--- src/rtl/sir_pkg.sv ---
package sir_pkg;

  // register indices on the plain register port
  localparam logic [2:0] SIR_ADDR_CTRL = 3'h0;
  localparam logic [2:0] SIR_ADDR_MF0 = 3'h1;
  localparam logic [2:0] SIR_ADDR_MF1 = 3'h2;
  localparam logic [2:0] SIR_ADDR_GLB = 3'h3;
  localparam logic [2:0] SIR_ADDR_ISTAT = 3'h4;
  localparam logic [2:0] SIR_ADDR_IMASK = 3'h5;

  // secondary control register bit positions
  localparam int SIR_B_NV_F = 6;
  localparam int SIR_B_TICK_F = 5;
  localparam int SIR_B_CNT_F = 4; // event counter (timer variant) or two-wire (other)
  localparam int SIR_B_NV_E = 2;
  localparam int SIR_B_TICK_E = 1;
  localparam int SIR_B_CNT_E = 0;

  // multi-function register bit positions
  localparam int SIR_B_MF_HI_F = 5; // touch threshold / compare A
  localparam int SIR_B_MF_LO_F = 4; // touch overflow / compare P
  localparam int SIR_B_MF_HI_E = 1;
  localparam int SIR_B_MF_LO_E = 0;

  // implemented-bit masks
  localparam logic [7:0] SIR_MASK_CTRL_TMR = 8'h33;
  localparam logic [7:0] SIR_MASK_CTRL_NV = 8'h77;
  localparam logic [7:0] SIR_MASK_MF = 8'h33;
  localparam logic [7:0] SIR_MASK_GLB = 8'h01;
  localparam logic [7:0] SIR_MASK_IST = 8'h07;

  // block status event bits
  localparam int SIR_IS_SVC = 0;
  localparam int SIR_IS_HELD = 1;
  localparam int SIR_IS_MF = 2;

  localparam logic [7:0] SIR_RST_REG = 8'h00;
  localparam logic [4:0] SIR_RST_REQ = 5'h00;
  localparam logic [1:0] SIR_RST_MF = 2'h0;

  // variant select values
  localparam logic SIR_VAR_TIMER = 1'b0;
  localparam logic SIR_VAR_NV_TWI = 1'b1;

  // peripheral event pulses
  typedef struct packed {
    logic tick;
    logic cnt;
    logic nv;
    logic twi;
    logic th;
    logic ovf;
    logic cma;
    logic cmp;
  } sir_evt_t;

  // serviced source, one-hot
  typedef enum logic [3:0] {
    SIR_SVC_TICK = 4'h1,
    SIR_SVC_CNT = 4'h2,
    SIR_SVC_NV = 4'h4,
    SIR_SVC_TWI = 4'h8
  } sir_svc_t;

endpackage : sir_pkg

--- src/rtl/sir_irq_regs.sv ---
`timescale 1ns/1ns
// How it works
// unimplemented bits read zero; writes to them do nothing.
// tick flag at bit 5, tick enable at bit 1, both variants.
// timer variant: counter flag at bit 4, read/write, 1 pending.
// timer variant: counter enable at bit 0, 1 lets it interrupt.
// nv/two-wire variant: nv write-done flag at bit 6, 1 pending.
// nv/two-wire variant: nv write-done enable at bit 2.
// nv/two-wire variant: two-wire flag bit 4, enable bit 0.
// touch register: threshold flag at bit 5, read/write.
// touch register: count overflow flag at bit 4, read/write.
// touch register: threshold enable at bit 1.
// touch register: overflow enable at bit 0.
// compare register: match A flag at bit 5, read/write.
// compare register: match P flag at bit 4, read/write.
// compare register: match A enable at bit 1.
// compare register: match P enable at bit 0.
// request needs own enable; global enable low blocks all of req_o (not mf_req_o), flags kept.
// servicing a source clears its flag and the global enable.
// multi register raises its request when any flag meets its enable.
// all bits reset to zero; hardware set beats software write of zero.
module sir_irq_regs
  import sir_pkg::*;
#(
  parameter logic VARIANT = SIR_VAR_TIMER
) (
  input wire logic ref_clk_i, // system clock
  input wire logic srst_i, // synchronous reset, high
  input wire logic [2:0] addr_i, // register index
  input wire logic [7:0] wdata_i, // write data
  input wire logic we_i, // write strobe
  input wire logic re_i, // read strobe
  output logic [7:0] rdata_o, // read data, cycle after read
  input wire sir_evt_t evt_i, // peripheral event pulses
  input wire logic svc_i, // core services a vectored source
  input wire sir_svc_t svc_src_i, // which source is serviced
  output logic [4:0] req_o, // tick, cnt/twi, nv, mf0, mf1
  output logic [1:0] mf_req_o, // multi-function requests
  output logic gie_o, // global enable state
  output logic irq_o // block status interrupt
);

  localparam logic [7:0] CTRL_MASK =
    (VARIANT == SIR_VAR_NV_TWI) ? SIR_MASK_CTRL_NV : SIR_MASK_CTRL_TMR;

  logic [7:0] ctrl_q, ctrl_d;
  logic [7:0] mf0_q, mf0_d;
  logic [7:0] mf1_q, mf1_d;
  logic gie_q, gie_d;
  logic [7:0] ist_q, ist_d;
  logic [7:0] imk_q;
  logic [7:0] rdata_q;
  logic [4:0] req_q;
  logic [1:0] mf_q;
  logic irq_q;
  logic [7:0] ctrl_set, ctrl_clr, mf0_set, mf1_set, ist_set;
  logic [4:0] req_raw;
  logic [1:0] mf_raw;
  logic wr_ctrl, wr_mf0, wr_mf1, wr_glb, wr_ist, wr_imk;

  assign wr_ctrl = we_i && (addr_i == SIR_ADDR_CTRL);
  assign wr_mf0 = we_i && (addr_i == SIR_ADDR_MF0);
  assign wr_mf1 = we_i && (addr_i == SIR_ADDR_MF1);
  assign wr_glb = we_i && (addr_i == SIR_ADDR_GLB);
  assign wr_ist = we_i && (addr_i == SIR_ADDR_ISTAT);
  assign wr_imk = we_i && (addr_i == SIR_ADDR_IMASK);

  // hardware set and service clear vectors per variant
  always_comb begin
    ctrl_set = SIR_RST_REG;
    ctrl_clr = SIR_RST_REG;
    ctrl_set[SIR_B_TICK_F] = evt_i.tick;
    ctrl_clr[SIR_B_TICK_F] = svc_i && (svc_src_i == SIR_SVC_TICK);
    if (VARIANT == SIR_VAR_NV_TWI) begin
      ctrl_set[SIR_B_NV_F] = evt_i.nv;
      ctrl_set[SIR_B_CNT_F] = evt_i.twi;
      ctrl_clr[SIR_B_NV_F] = svc_i && (svc_src_i == SIR_SVC_NV);
      ctrl_clr[SIR_B_CNT_F] = svc_i && (svc_src_i == SIR_SVC_TWI);
    end else begin
      ctrl_set[SIR_B_CNT_F] = evt_i.cnt;
      ctrl_clr[SIR_B_CNT_F] = svc_i && (svc_src_i == SIR_SVC_CNT);
    end
    mf0_set = SIR_RST_REG;
    mf0_set[SIR_B_MF_HI_F] = evt_i.th;
    mf0_set[SIR_B_MF_LO_F] = evt_i.ovf;
    mf1_set = SIR_RST_REG;
    mf1_set[SIR_B_MF_HI_F] = evt_i.cma;
    mf1_set[SIR_B_MF_LO_F] = evt_i.cmp;
  end

  // set is or-ed in last so a pulse is never lost to a write or service
  always_comb begin
    ctrl_d = ((((wr_ctrl ? wdata_i : ctrl_q) & ~ctrl_clr)) | ctrl_set) & CTRL_MASK;
    mf0_d = ((wr_mf0 ? wdata_i : mf0_q) | mf0_set) & SIR_MASK_MF;
    mf1_d = ((wr_mf1 ? wdata_i : mf1_q) | mf1_set) & SIR_MASK_MF;
  end

  // flag and enable storage
  always_ff @(posedge ref_clk_i) begin
    if (srst_i) begin
      ctrl_q <= SIR_RST_REG;
      mf0_q <= SIR_RST_REG;
      mf1_q <= SIR_RST_REG;
    end else begin
      ctrl_q <= ctrl_d;
      mf0_q <= mf0_d;
      mf1_q <= mf1_d;
    end
  end

  // global enable: a service clears it even against a same-cycle write
  always_comb begin
    gie_d = wr_glb ? wdata_i[0] : gie_q;
    if (svc_i) begin
      gie_d = 1'b0;
    end
  end

  always_ff @(posedge ref_clk_i) begin
    if (srst_i) begin
      gie_q <= 1'b0;
    end else begin
      gie_q <= gie_d;
    end
  end

  // multi-function requests ignore the global enable; the core gates them
  always_comb begin
    mf_raw[0] = |(mf0_q[SIR_B_MF_HI_F:SIR_B_MF_LO_F] & mf0_q[SIR_B_MF_HI_E:SIR_B_MF_LO_E]);
    mf_raw[1] = |(mf1_q[SIR_B_MF_HI_F:SIR_B_MF_LO_F] & mf1_q[SIR_B_MF_HI_E:SIR_B_MF_LO_E]);
  end

  // vectored requests need own enable and the global enable
  always_comb begin
    req_raw[0] = ctrl_q[SIR_B_TICK_F] & ctrl_q[SIR_B_TICK_E];
    req_raw[1] = ctrl_q[SIR_B_CNT_F] & ctrl_q[SIR_B_CNT_E];
    req_raw[2] = ctrl_q[SIR_B_NV_F] & ctrl_q[SIR_B_NV_E];
    req_raw[3] = mf_raw[0];
    req_raw[4] = mf_raw[1];
  end

  always_ff @(posedge ref_clk_i) begin
    if (srst_i) begin
      req_q <= SIR_RST_REQ;
      mf_q <= SIR_RST_MF;
    end else begin
      req_q <= gie_q ? req_raw : SIR_RST_REQ;
      mf_q <= mf_raw;
    end
  end

  // block status: service taken, request held off, multi request seen
  always_comb begin
    ist_set = SIR_RST_REG;
    ist_set[SIR_IS_SVC] = svc_i;
    ist_set[SIR_IS_HELD] = (|req_raw) && !gie_q;
    ist_set[SIR_IS_MF] = |mf_raw;
    ist_d = ((wr_ist ? (ist_q & ~wdata_i) : ist_q) | ist_set) & SIR_MASK_IST;
  end

  always_ff @(posedge ref_clk_i) begin
    if (srst_i) begin
      ist_q <= SIR_RST_REG;
      imk_q <= SIR_RST_REG;
      irq_q <= 1'b0;
    end else begin
      ist_q <= ist_d;
      if (wr_imk) begin
        imk_q <= wdata_i & SIR_MASK_IST;
      end
      irq_q <= |(ist_q & imk_q);
    end
  end

  // read data stands only in the cycle after the strobe; unmapped read zero
  always_ff @(posedge ref_clk_i) begin
    if (srst_i || !re_i) begin
      rdata_q <= SIR_RST_REG;
    end else begin
      case (addr_i)
        SIR_ADDR_CTRL: rdata_q <= ctrl_q;
        SIR_ADDR_MF0: rdata_q <= mf0_q;
        SIR_ADDR_MF1: rdata_q <= mf1_q;
        SIR_ADDR_GLB: rdata_q <= {7'h00, gie_q};
        SIR_ADDR_ISTAT: rdata_q <= ist_q;
        SIR_ADDR_IMASK: rdata_q <= imk_q;
        default: rdata_q <= SIR_RST_REG;
      endcase
    end
  end

  assign rdata_o = rdata_q;
  assign req_o = req_q;
  assign mf_req_o = mf_q;
  assign gie_o = gie_q;
  assign irq_o = irq_q;

  a_tick_flag_set: assert property (@(posedge ref_clk_i) disable iff (srst_i)
    evt_i.tick |=> ctrl_q[SIR_B_TICK_F])
    else $error("tick event did not set its flag");

  a_hw_set_wins: assert property (@(posedge ref_clk_i) disable iff (srst_i)
    (evt_i.th && wr_mf0 && !wdata_i[SIR_B_MF_HI_F]) |=> mf0_q[SIR_B_MF_HI_F])
    else $error("write of zero beat a hardware set");

  a_svc_clears_gie: assert property (@(posedge ref_clk_i) disable iff (srst_i)
    svc_i |=> !gie_q ##1 !req_o[0])
    else $error("service left global enable set");

  a_svc_clears_tick: assert property (@(posedge ref_clk_i) disable iff (srst_i)
    (svc_i && svc_src_i == SIR_SVC_TICK && !evt_i.tick) |=> !ctrl_q[SIR_B_TICK_F])
    else $error("tick flag not cleared by service");

  a_req_gated: assert property (@(posedge ref_clk_i) disable iff (srst_i)
    req_o[0] |-> $past(gie_q && ctrl_q[SIR_B_TICK_F] && ctrl_q[SIR_B_TICK_E]))
    else $error("tick request without enable");

  a_mf_req_match: assert property (@(posedge ref_clk_i) disable iff (srst_i)
    (mf0_q[SIR_B_MF_LO_F] && mf0_q[SIR_B_MF_LO_E]) |=> mf_req_o[0])
    else $error("touch multi request missing");

  a_unimpl_zero: assert property (@(posedge ref_clk_i) disable iff (srst_i)
    (re_i && addr_i == SIR_ADDR_MF1) |=> (rdata_o & ~SIR_MASK_MF) == 8'h00)
    else $error("unimplemented bits read nonzero");

  a_rd_one_cycle: assert property (@(posedge ref_clk_i) disable iff (srst_i)
    !re_i |=> rdata_o == 8'h00)
    else $error("read data outside its cycle");

  a_irq_follows: assert property (@(posedge ref_clk_i) disable iff (srst_i)
    (|(ist_q & imk_q)) |=> irq_o)
    else $error("interrupt output missed status");

  // per-field checks; variant-specific ones are dead in the other variant
  a_ctrl_unimpl: assert property (@(posedge ref_clk_i) disable iff (srst_i)
    (ctrl_q & ~CTRL_MASK) == 8'h00)
    else $error("control register holds an unimplemented bit");

  a_mf0_unimpl: assert property (@(posedge ref_clk_i) disable iff (srst_i)
    (mf0_q & ~SIR_MASK_MF) == 8'h00)
    else $error("touch register holds an unimplemented bit");

  a_mf1_unimpl: assert property (@(posedge ref_clk_i) disable iff (srst_i)
    (mf1_q & ~SIR_MASK_MF) == 8'h00)
    else $error("compare register holds an unimplemented bit");

  a_tick_flag_wr: assert property (@(posedge ref_clk_i) disable iff (srst_i)
    (wr_ctrl && !evt_i.tick && !svc_i) |=> ctrl_q[SIR_B_TICK_F] == $past(wdata_i[SIR_B_TICK_F]))
    else $error("tick flag did not take the written value");

  a_tick_en_wr: assert property (@(posedge ref_clk_i) disable iff (srst_i)
    wr_ctrl |=> ctrl_q[SIR_B_TICK_E] == $past(wdata_i[SIR_B_TICK_E]))
    else $error("tick enable did not take the written value");

  a_cnt_flag_set: assert property (@(posedge ref_clk_i) disable iff (srst_i)
    (VARIANT == SIR_VAR_TIMER && evt_i.cnt) |=> ctrl_q[SIR_B_CNT_F])
    else $error("counter event did not set its flag");

  a_cnt_en_wr: assert property (@(posedge ref_clk_i) disable iff (srst_i)
    wr_ctrl |=> ctrl_q[SIR_B_CNT_E] == $past(wdata_i[SIR_B_CNT_E]))
    else $error("bit 0 enable did not take the written value");

  a_cnt_req: assert property (@(posedge ref_clk_i) disable iff (srst_i)
    (gie_q && ctrl_q[SIR_B_CNT_F] && ctrl_q[SIR_B_CNT_E]) |=> req_o[1])
    else $error("enabled bit 4 flag raised no request");

  a_nv_flag_set: assert property (@(posedge ref_clk_i) disable iff (srst_i)
    (VARIANT == SIR_VAR_NV_TWI && evt_i.nv) |=> ctrl_q[SIR_B_NV_F])
    else $error("write-done event did not set its flag");

  a_nv_absent: assert property (@(posedge ref_clk_i) disable iff (srst_i)
    (VARIANT == SIR_VAR_TIMER) |-> !ctrl_q[SIR_B_NV_F] && !ctrl_q[SIR_B_NV_E])
    else $error("timer variant holds write-done bits");

  a_nv_req: assert property (@(posedge ref_clk_i) disable iff (srst_i)
    (gie_q && ctrl_q[SIR_B_NV_F] && ctrl_q[SIR_B_NV_E]) |=> req_o[2])
    else $error("enabled write-done flag raised no request");

  a_twi_flag_set: assert property (@(posedge ref_clk_i) disable iff (srst_i)
    (VARIANT == SIR_VAR_NV_TWI && evt_i.twi) |=> ctrl_q[SIR_B_CNT_F])
    else $error("two-wire event did not set its flag");

  a_th_flag_set: assert property (@(posedge ref_clk_i) disable iff (srst_i)
    evt_i.th |=> mf0_q[SIR_B_MF_HI_F])
    else $error("threshold event did not set its flag");

  a_ovf_flag_set: assert property (@(posedge ref_clk_i) disable iff (srst_i)
    evt_i.ovf |=> mf0_q[SIR_B_MF_LO_F])
    else $error("overflow event did not set its flag");

  a_th_en_req: assert property (@(posedge ref_clk_i) disable iff (srst_i)
    (mf0_q[SIR_B_MF_HI_F] && mf0_q[SIR_B_MF_HI_E]) |=> mf_req_o[0])
    else $error("enabled threshold flag raised no request");

  a_th_en_off: assert property (@(posedge ref_clk_i) disable iff (srst_i)
    (!mf0_q[SIR_B_MF_HI_E] && !(mf0_q[SIR_B_MF_LO_F] && mf0_q[SIR_B_MF_LO_E]))
    |=> !mf_req_o[0])
    else $error("disabled threshold source raised a request");

  a_ovf_en_off: assert property (@(posedge ref_clk_i) disable iff (srst_i)
    (!mf0_q[SIR_B_MF_LO_E] && !(mf0_q[SIR_B_MF_HI_F] && mf0_q[SIR_B_MF_HI_E]))
    |=> !mf_req_o[0])
    else $error("disabled overflow source raised a request");

  a_cma_flag_set: assert property (@(posedge ref_clk_i) disable iff (srst_i)
    evt_i.cma |=> mf1_q[SIR_B_MF_HI_F])
    else $error("match A event did not set its flag");

  a_cmp_flag_set: assert property (@(posedge ref_clk_i) disable iff (srst_i)
    evt_i.cmp |=> mf1_q[SIR_B_MF_LO_F])
    else $error("match P event did not set its flag");

  a_cma_en_req: assert property (@(posedge ref_clk_i) disable iff (srst_i)
    (mf1_q[SIR_B_MF_HI_F] && mf1_q[SIR_B_MF_HI_E]) |=> mf_req_o[1])
    else $error("enabled match A flag raised no request");

  a_cmp_en_req: assert property (@(posedge ref_clk_i) disable iff (srst_i)
    (mf1_q[SIR_B_MF_LO_F] && mf1_q[SIR_B_MF_LO_E]) |=> mf_req_o[1])
    else $error("enabled match P flag raised no request");

  a_gie_blocks: assert property (@(posedge ref_clk_i) disable iff (srst_i)
    !gie_q |=> req_o == SIR_RST_REQ)
    else $error("request passed with global enable low");

  a_no_en_no_req: assert property (@(posedge ref_clk_i) disable iff (srst_i)
    !ctrl_q[SIR_B_TICK_E] |=> !req_o[0])
    else $error("tick request without its own enable");

  a_svc_clr_cnt: assert property (@(posedge ref_clk_i) disable iff (srst_i)
    (VARIANT == SIR_VAR_TIMER && svc_i && svc_src_i == SIR_SVC_CNT && !evt_i.cnt)
    |=> !ctrl_q[SIR_B_CNT_F])
    else $error("counter flag not cleared by service");

  a_svc_clr_nv: assert property (@(posedge ref_clk_i) disable iff (srst_i)
    (VARIANT == SIR_VAR_NV_TWI && svc_i && svc_src_i == SIR_SVC_NV && !evt_i.nv)
    |=> !ctrl_q[SIR_B_NV_F])
    else $error("write-done flag not cleared by service");

  a_svc_clr_twi: assert property (@(posedge ref_clk_i) disable iff (srst_i)
    (VARIANT == SIR_VAR_NV_TWI && svc_i && svc_src_i == SIR_SVC_TWI && !evt_i.twi)
    |=> !ctrl_q[SIR_B_CNT_F])
    else $error("two-wire flag not cleared by service");

  a_mf1_req_off: assert property (@(posedge ref_clk_i) disable iff (srst_i)
    !(|(mf1_q[SIR_B_MF_HI_F:SIR_B_MF_LO_F] & mf1_q[SIR_B_MF_HI_E:SIR_B_MF_LO_E]))
    |=> !mf_req_o[1])
    else $error("compare multi request without an enabled flag");

  // no disable here: the check is about what reset itself leaves behind
  a_rst_zero: assert property (@(posedge ref_clk_i)
    srst_i |=> ctrl_q == SIR_RST_REG && mf0_q == SIR_RST_REG && mf1_q == SIR_RST_REG && !gie_q)
    else $error("register not zero after reset");

  a_hw_set_tick: assert property (@(posedge ref_clk_i) disable iff (srst_i)
    (evt_i.tick && wr_ctrl) |=> ctrl_q[SIR_B_TICK_F])
    else $error("write beat a hardware tick set");

endmodule : sir_irq_regs

--- config.mk ---
export PLATFORM = sky130hd
export DESIGN_NAME = sir_irq_regs
export DESIGN_NICKNAME = d
export VERILOG_FILES = /design/src/rtl/sir_pkg.sv /design/src/rtl/sir_irq_regs.sv
export SDC_FILE = /design/constraint.sdc
export NUM_CORES = 1
export LEC_CHECK = 0
export BUFFER_PORTS_ARGS = -buffer_cell sky130_fd_sc_hd__buf_2
export CORE_ASPECT_RATIO = 1.75
export CORE_UTILIZATION = 40
export CTS_CLUSTER_DIAMETER = 80
export DETAILED_ROUTE_END_ITERATION = 12
export PLACE_DENSITY = 0.78
export SETUP_SLACK_MARGIN = 0.15
export SYNTH_ARGS = -nofsm -noshare
export SYNTH_HDL_FRONTEND = slang
export SYNTH_SLANG_ARGS = --single-unit
--- constraint.sdc ---
create_clock -name ref_clk_i -period 1.63 [get_ports ref_clk_i]
set_input_delay 0.163 -clock ref_clk_i [delete_from_list [all_inputs] [get_ports ref_clk_i]]
set_output_delay 0.163 -clock ref_clk_i [all_outputs]
set_load 0.05 [all_outputs]
Yosys cells after proc, flatten, opt, wreduce, memory -nomap -nowiden:

Index checks and enable logic that the tools add are counted.

* input port bits: 28
* bits in registers: 35
* output and inout bits: 17

* bitwise logic cells: 15
* eq/ne operators: 7
* muxes and demuxes: 5
* reductions and logical operators: 20

Operators by type and width (count)
* $pmux 6 s6: 1
* $mux 6: 3
* $or 6x6->6: 3
* $logic_and 1x1->1: 9
* $reduce_or 2->1: 4
* $reduce_or 8->1: 1
* $reduce_or 7->1: 1
* $and 3x3->3: 2
* $and 6x6->6: 1
* $eq 3x2->1 const B: 2
* $eq 3x3->1 const B: 2
* $not 6->6: 1
* $and 2x2->2: 2
* $eq 4x1->1 const B: 1
* $eq 4x2->1 const B: 1
* $reduce_or 4->1: 1
* $eq 3x1->1 const B: 1
* $logic_not 3->1: 1
* $mux 3: 1
* $not 3->3: 1
* $or 3x3->3: 1
* $and 1x1->1: 2
* $logic_not 1->1: 2
* $and 1x1->1 const AB: 1
* other kinds (2): 2

Depth between registers and ports, before layout:

Gate-level depths: netlist (run 1).

* depth in word-level cells: 5
* mapped depth: 4
* mapped depth without buffers: 3

Worst setup path after synthesis (run 1):

OpenSTA, ideal clock, no wires.

* path kind: flip-flop to flip-flop
* from: register gie_q, in the netlist gie_o
* to: register rdata_q[0], in the netlist rdata_o[0]
* setup slack: 385 ps
* clock period less this slack: 1245 ps
* cell stages (with the launch flop): 4
* data required time: 1509 ps
* arrival time: 1124 ps
* cell sequence: dfxtp_1 > mux4_2 > nand2b_1 > a21oi_1

* word-level cells in the longest chain between the ends: 1

RTL lines
* from (decl): line sir_irq_regs.sv:49 `logic gie_q, gie_d;`
* from (signal assigned): line sir_irq_regs.sv:123 `gie_q <= gie_d;`
* $pmux 6 s6: line sir_irq_regs.sv:180 `case (addr_i)`
* to (signal assigned): line sir_irq_regs.sv:181 `SIR_ADDR_CTRL: rdata_q <= ctrl_q;`
* to (signal assigned): line sir_irq_regs.sv:182 `SIR_ADDR_MF0: rdata_q <= mf0_q;`
* to (signal assigned): line sir_irq_regs.sv:183 `SIR_ADDR_MF1: rdata_q <= mf1_q;`
* to (decl): line sir_irq_regs.sv:52 `logic [7:0] rdata_q;`

No other way between the ends.
A chain may end at the register's enable or synchronous reset.

Worst setup path after layout (run 1):

* from: register gie_q, in the netlist gie_o
* to: output port gie_o

RTL lines
* to (decl): line sir_irq_regs.sv:39 `output logic gie_o,`

No word-level cell between the ends.

==> results of run 1 <==
-- sequential cells by signal (all words and copies together), names as in the netlist --
signal / flops
mf0_q: 4
ctrl_q: 4
mf_req_o: 2
rdata_o: 5
irq_o: 1
gie_o: 1
mf1_q: 4
req_o: 4
imk_q: 3
ist_q: 3
-- power groups by stage --
stage                     Clock, uW  Combinational, uW  Sequential (uW)
after floorplan                   0                120              818
after global placement            0                173              814
after detailed placement          0                175              815
after CTS                       795                176              798
after global routing            835                192              801
final                           787                176              798
-- cell families after synthesis --
kind of cell | share of synthesized area, %
multiplexers | 18.6
flip-flops | 45.4
AO/OA/AOI/OAI | 10.5
other | 0.274
AND/OR/NAND/NOR | 17.8
buffers and inverters | 7.41
-- layout make-up --
type	instances	area, sq um	area share, %
Tap cell	43	53.8	3.22
Inverter	8	30.0	1.80
Sequential cell	31	621	37.2
Multi-Input combinational cell	90	657	39.4
Timing Repair Buffer	37	190	11.4
Clock buffer	6	82.6	4.95
Clock inverter	2	35.0	2.10
-- metal layers --
metal	wire, microns	GRT usage, %
met2	1520	30.4
met3	132	4.77
met5	0	0
met4	92	10.9
met1	1150	20.3
-- layout by cell type (no fill, tap or decap), drive strengths merged, types with 4 or more instances in the layout --
master   n
buf     37
dfxtp   31
mux2i   19
nor2    19
inv      8
a21oi    7
clkbuf   6
nand2b   4
conb     4
-- worst min path at each step --
stage	startpoint	endpoint	slack [ns]	cells after the start
CTS	svc_i	gie_o	0.08	2
floorplan	svc_i	gie_o	0.24	1
detailed placement	svc_i	gie_o	0.39	2
finish	svc_i	gie_o	0.08	2
global placement	svc_i	gie_o	0.39	2
global route	svc_i	gie_o	0.08	2
-- stage by stage --
| step | cells | setup slack, ns | cell area [sq um] | power [uW] | utilization [%] |
|---|---|---|---|---|---|
| final | 217 | 0.459 | 1670 | 1760 | 52.0 |
| after global routing | 217 | 0.400 | 1670 | 1830 | 52.0 |
| after CTS | 217 | 0.462 | 1670 | 1770 | 52.0 |
| after detailed placement | 209 | 0.273 | 1550 | 991 | 48.3 |
| after global placement | 209 | 0.285 | 1550 | 987 | 48.3 |
| after floorplan | 140 | 0.385 | 1380 | 938 | - |
==> metrics.cfg, run 1 <==
[global_routing]
antenna_found_initial = 0
first_pass_grt_wire_length_microns = 4750
vias_in_the_first_global_route = 998
globalRouteOverflowTotal = 0
grt_use_total_pct = 18.5
grt_max_degree = 26

[power]
power_frac_clock_pct = 44.7
p_sw_uw = 414
peakVddDrop_mv = 1.22
combPwrFrac_pct = 10.0
static-leakage-power_uw = 0.000744
cell_int_power_uw = 1350
power_frac_seq_pct = 45.3
power.share.switching_pct = 23.5
powerDensity_nw_per_um2 = 1060

[setup_path]
path_depth = 1
reg2reg_from = mf0_q[1]
crit_fanout = 5
startpoint_class = flop
setup.worst_path.class = reg -> out
worstSetupEndpointType = output port
critical_path.n_buffers_inverters = 1
ff2ff_setup_slack_ns = 0.49
worst_path_max_delay_cell = dfxtp_1
worstRegToRegCells = 3
timing.critical_path.arrival_ns = 1.01
worst_path_largest_cell_delay_ns = 0.42
required_ns = 1.47
setup.worst_path.end = gie_o
crit_family = flip-flops
setup.worst_path.start = gie_o
cp_cell_sequence = buf_2
regToRegEndpoint = ist_q[1]

[synthesis]
syn-instance-count = 137
ys.flop_type = dfxtp_1
ys.warnings.count = 0
seq_area_frac_synth_pct = 45.4
synth_enable_flop_cells = 0
synthDistinctLibCells = 35
synth_most_common_cell = dfxtp_1
synthArstFlopShare_pct = 0
synth-seq-cells = 31
synth_area_leaders = dfxtp_1 45%, mux2i_1 14%, nor2_1 5.2%, buf_4 2.7%, a21oi_1 2.6%
synth_largest_type_area_fraction_pct = 45.4
netlist_area_sq_um = 1370
avgSynthCellArea_sq_um = 9.98
synthDominantAreaCellType = dfxtp_1
synth_common_cells = 31 x dfxtp_1, 19 x mux2i_1, 19 x nor2_1

[die]
core_region_area_sq_um = 3210
die_h_microns = 79.4
initial_utilization_pct = 42.6
std_cell_rows = 27
die_w_microns = 46.2
die_area_sq_um = 3670
design.portCount = 45

[route]
drtIter0Drc = 42
via_count = 1075
route.final.wire_length_microns = 2890
route.detailed.vias_per_inst = 4.95
drtAntennaViolNets = 0
firstDrtPassIters = 4
post-route-drc-count = 0
drt-wirelength-per-cell_microns = 13.3

[timing]
setup_viol = 0
final_max_slew_viol_count = 0
period_utilisation_layout_pct = 71.9
whs_ns = 0.0781
finalClockSkew_ns = 0.00518
period_minus_slack_ns = 1.17
setup_tns_ns = 0
setup_repair_after_global_routing_missed_its_margin = no
timing_hold_violations_final = 0
maxClockFrequency_mhz = 854

[place]
gp_congestion = 0.735
detailedPlacementHpwl_microns = 2160
numPortBuffers = 35

[worst_hold_path]
holdCritPathClass = in -> reg

[layout]
num-nets-final = 201
area.growth.synth_to_final_pct = 22.0
n_antenna_cell = 0
drive_above_1_share_pct = 29.3
fill_cell_count = 316

[cts]
cts-root-to-sink-buffers = 2
post_cts_hold_buffer_count = 0
ctsResizeCount = 0
postCtsSetupRepairBufs = 0
clock_sink_count = 31
source_to_sink_clock_delay_at_the_later_pin_of_the_worst_skew_pair_ns = 0.29
clk_root_buffer_cell = clkbuf_8
cts_inserted_buffers = 5
cts_tree = built
cts-htree-levels = 2
path_clk_slew_ns = 0.07

[flow_run]
max-cap-violations = 0

[run_status]
run_status = complete, no violations

(Power assumes the default switching activity.)
==> inputs of run 2 (changes only) <==
- PLACE_DENSITY: 0.78 -> 0.8
- clock period: 1.63 -> 1 ns (I/O delays scaled with it)
==> run 2 against run 1 <==
Against the previous run:
- the run now ends with negative setup slack left
- first-iteration DRC count grew 29%
- sequential power grew 64%
- power grew 64%
- non-clock buffer count grew 23
- critical endpoint is now rdata_o[0]
- largest cell class unchanged
==> metrics.cfg, run 2 (synthesis results as in run 1) <==
[timing]
period_minus_slack_ns = 1.06
setup_viol = 2  ; was 0
setup_repair_after_global_routing_missed_its_margin = yes  ; was no
setup_tns_ns = -0.0858  ; was 0 ns
final_max_slew_viol_count = 0  ; unchanged
maxClockFrequency_mhz = 943
fin_ws_ns = -0.0608  ; was 0.459 ns
finalClockSkew_ns = 0.00638  ; was 0.00518 ns
timing_hold_violations_final = 0  ; unchanged
period_utilisation_layout_pct = 106
whs_ns = 0.0237  ; was 0.0781 ns

[route]
firstDrtPassIters = 4  ; unchanged
drtAntennaViolNets = 0  ; unchanged
via_count = 1229  ; was 1075
drtIter0Drc = 54  ; was 42
drt-wirelength-per-cell_microns = 15.8  ; was 13.3 microns
route.final.wire_length_microns = 3790  ; was 2890 microns
route.detailed.vias_per_inst = 5.12  ; was 4.95
post-route-drc-count = 0  ; unchanged

[place]
numPortBuffers = 35  ; unchanged
gp_congestion = 0.772  ; was 0.735
dpl_worst_slack_ns = -0.262  ; was 0.273 ns
detailedPlacementHpwl_microns = 2430  ; was 2160 microns
placed_cells = 224  ; was 209

[power]
powerDensity_nw_per_um2 = 1370  ; was 1060 nW/um^2
peakVddDrop_mv = 0.987  ; was 1.22 mV
static-leakage-power_uw = 0.000920  ; was 0.000744 uW

[setup_path]
startpoint_class = flop  ; unchanged
setup.worst_path.class = reg -> reg  ; was reg -> out
required_ns = 1.16  ; was 1.47 ns
crit_fanout = 2  ; was 5
worstSetupEndpointType = flop  ; was output port
timing.critical_path.arrival_ns = 1.22  ; was 1.01 ns

[worst_hold_path]
holdCritPathClass = in -> reg  ; unchanged

[layout]
register_area_sq_um = 656  ; was 621 sq um
largest_register_ffs = 5  ; unchanged
multi_input_area_sq_um = 709  ; was 657 sq um
fill_cell_count = 236  ; was 316
final_cell_count_no_fill = 240  ; was 217
final_core_util_pct = 65.5  ; was 52.0%
num-nets-final = 224  ; was 201
mostFrequentLayoutCells = 22 x dfxtp_2, 20 x buf_4, 19 x buf_2  ; was 35 x buf_2, 31 x dfxtp_1, 19 x mux2i_1, 19 x nor2_1, 8 x inv_1
area.growth.synth_to_final_pct = 53.8  ; was 22.0%
drive_above_1_share_pct = 52.8  ; was 29.3%
n_antenna_cell = 0  ; unchanged
most_common_cell_after_layout_fill_and_taps_aside = dfxtp_2  ; was buf_2

[cts]
clk_root_buffer_cell = clkbuf_8  ; unchanged
cts-root-to-sink-buffers = 2  ; unchanged
source_to_sink_clock_delay_at_the_later_pin_of_the_worst_skew_pair_ns = 0.28  ; was 0.29 ns
path_clk_slew_ns = 0.06  ; was 0.07 ns
post_cts_hold_buffer_count = 0  ; unchanged
cts_inserted_buffers = 5  ; unchanged
clock_sink_count = 31  ; unchanged
cts_tree = built  ; unchanged
cts-htree-levels = 2  ; unchanged

[global_routing]
first_pass_grt_wire_length_microns = 5600  ; was 4750 microns
antenna_found_initial = 0  ; unchanged
globalRouteOverflowTotal = 0  ; unchanged
grt_use_total_pct = 21.5  ; was 18.5%
grt_max_degree = 16  ; was 26
vias_in_the_first_global_route = 1214  ; was 998

[die]
design.portCount = 45  ; unchanged
die_area_sq_um = 3670  ; unchanged
core_region_area_sq_um = 3210  ; unchanged
initial_utilization_pct = 42.6  ; unchanged
die_w_microns = 46.2  ; unchanged
std_cell_rows = 27  ; unchanged
die_h_microns = 79.4  ; unchanged

[flow_run]
max-cap-violations = 0  ; unchanged

[run_status]
failed_checks = negative setup slack
run_status = finished, violations left  ; was complete, no violations

run 2: what timing repair did:
action                                  CTS  global route
pin swaps                                12            13
setup buffers                             5             2
endpoints found under the setup margin   25            39
gates resized for setup                  64            20
gates cloned                              0             1
run 2: per-layer routing:
layer | wire, microns | track usage [%] | vias up | part of all wire (%)
li1 | - | - | 590 | -
met1 | 1270 | 22.5 | 577 | 34
met2 | 2230 | 37.0 | 48 | 59
met3 | 169 | 4.55 | 14 | 4.5
met4 | 126 | 12.6 | 0 | 3.3
met5 | 0 | 0 | - | 0
run 2: layout make-up:
class | count | share of cell area, %
multi-input cells | 90 | 33.7
flip-flops and latches | 31 | 31.2
repair buffers | 60 | 26.1
clock buffers | 7 | 3.63
well taps | 43 | 2.56
clock inverters | 1 | 1.43
inverters | 8 | 1.43
run 2: worst max-delay path, stage by stage, from the launching register on:
cell,delay [ns]
dfxtp_4,0.34
mux4_2,0.45
nand2b_1,0.09
a21oi_1,0.06
run 2: final timing paths:
| path | from | end | slack [ns] | cells past startpoint |
|---|---|---|---|---|
| max reg2reg | gie_o | rdata_o[0] | -0.06 | 3 |
| min reg2reg | ctrl_q[1] | req_o[0] | 0.50 | 2 |
| min | svc_i | gie_o | 0.02 | 2 |
| max | gie_o | rdata_o[0] | -0.06 | 3 |
run 2: metrics by stage:
step | power (uW) | instance area [sq um]
after global placement | 1650 | 1680
after detailed placement | 1660 | 1680
after global routing | 3010 | 2100
after CTS | 2860 | 2000
after floorplan | 1530 | 1400
final | 2890 | 2100
run 2: power by group:
| part | total [uW] | switching [uW] | internal [uW] |
|---|---|---|---|
| logic | 404 | 201 | 204 |
| registers | 1310 | 34.5 | 1270 |
| clock network | 1170 | 430 | 744 |
| total | 2890 | 665 | 2220 |
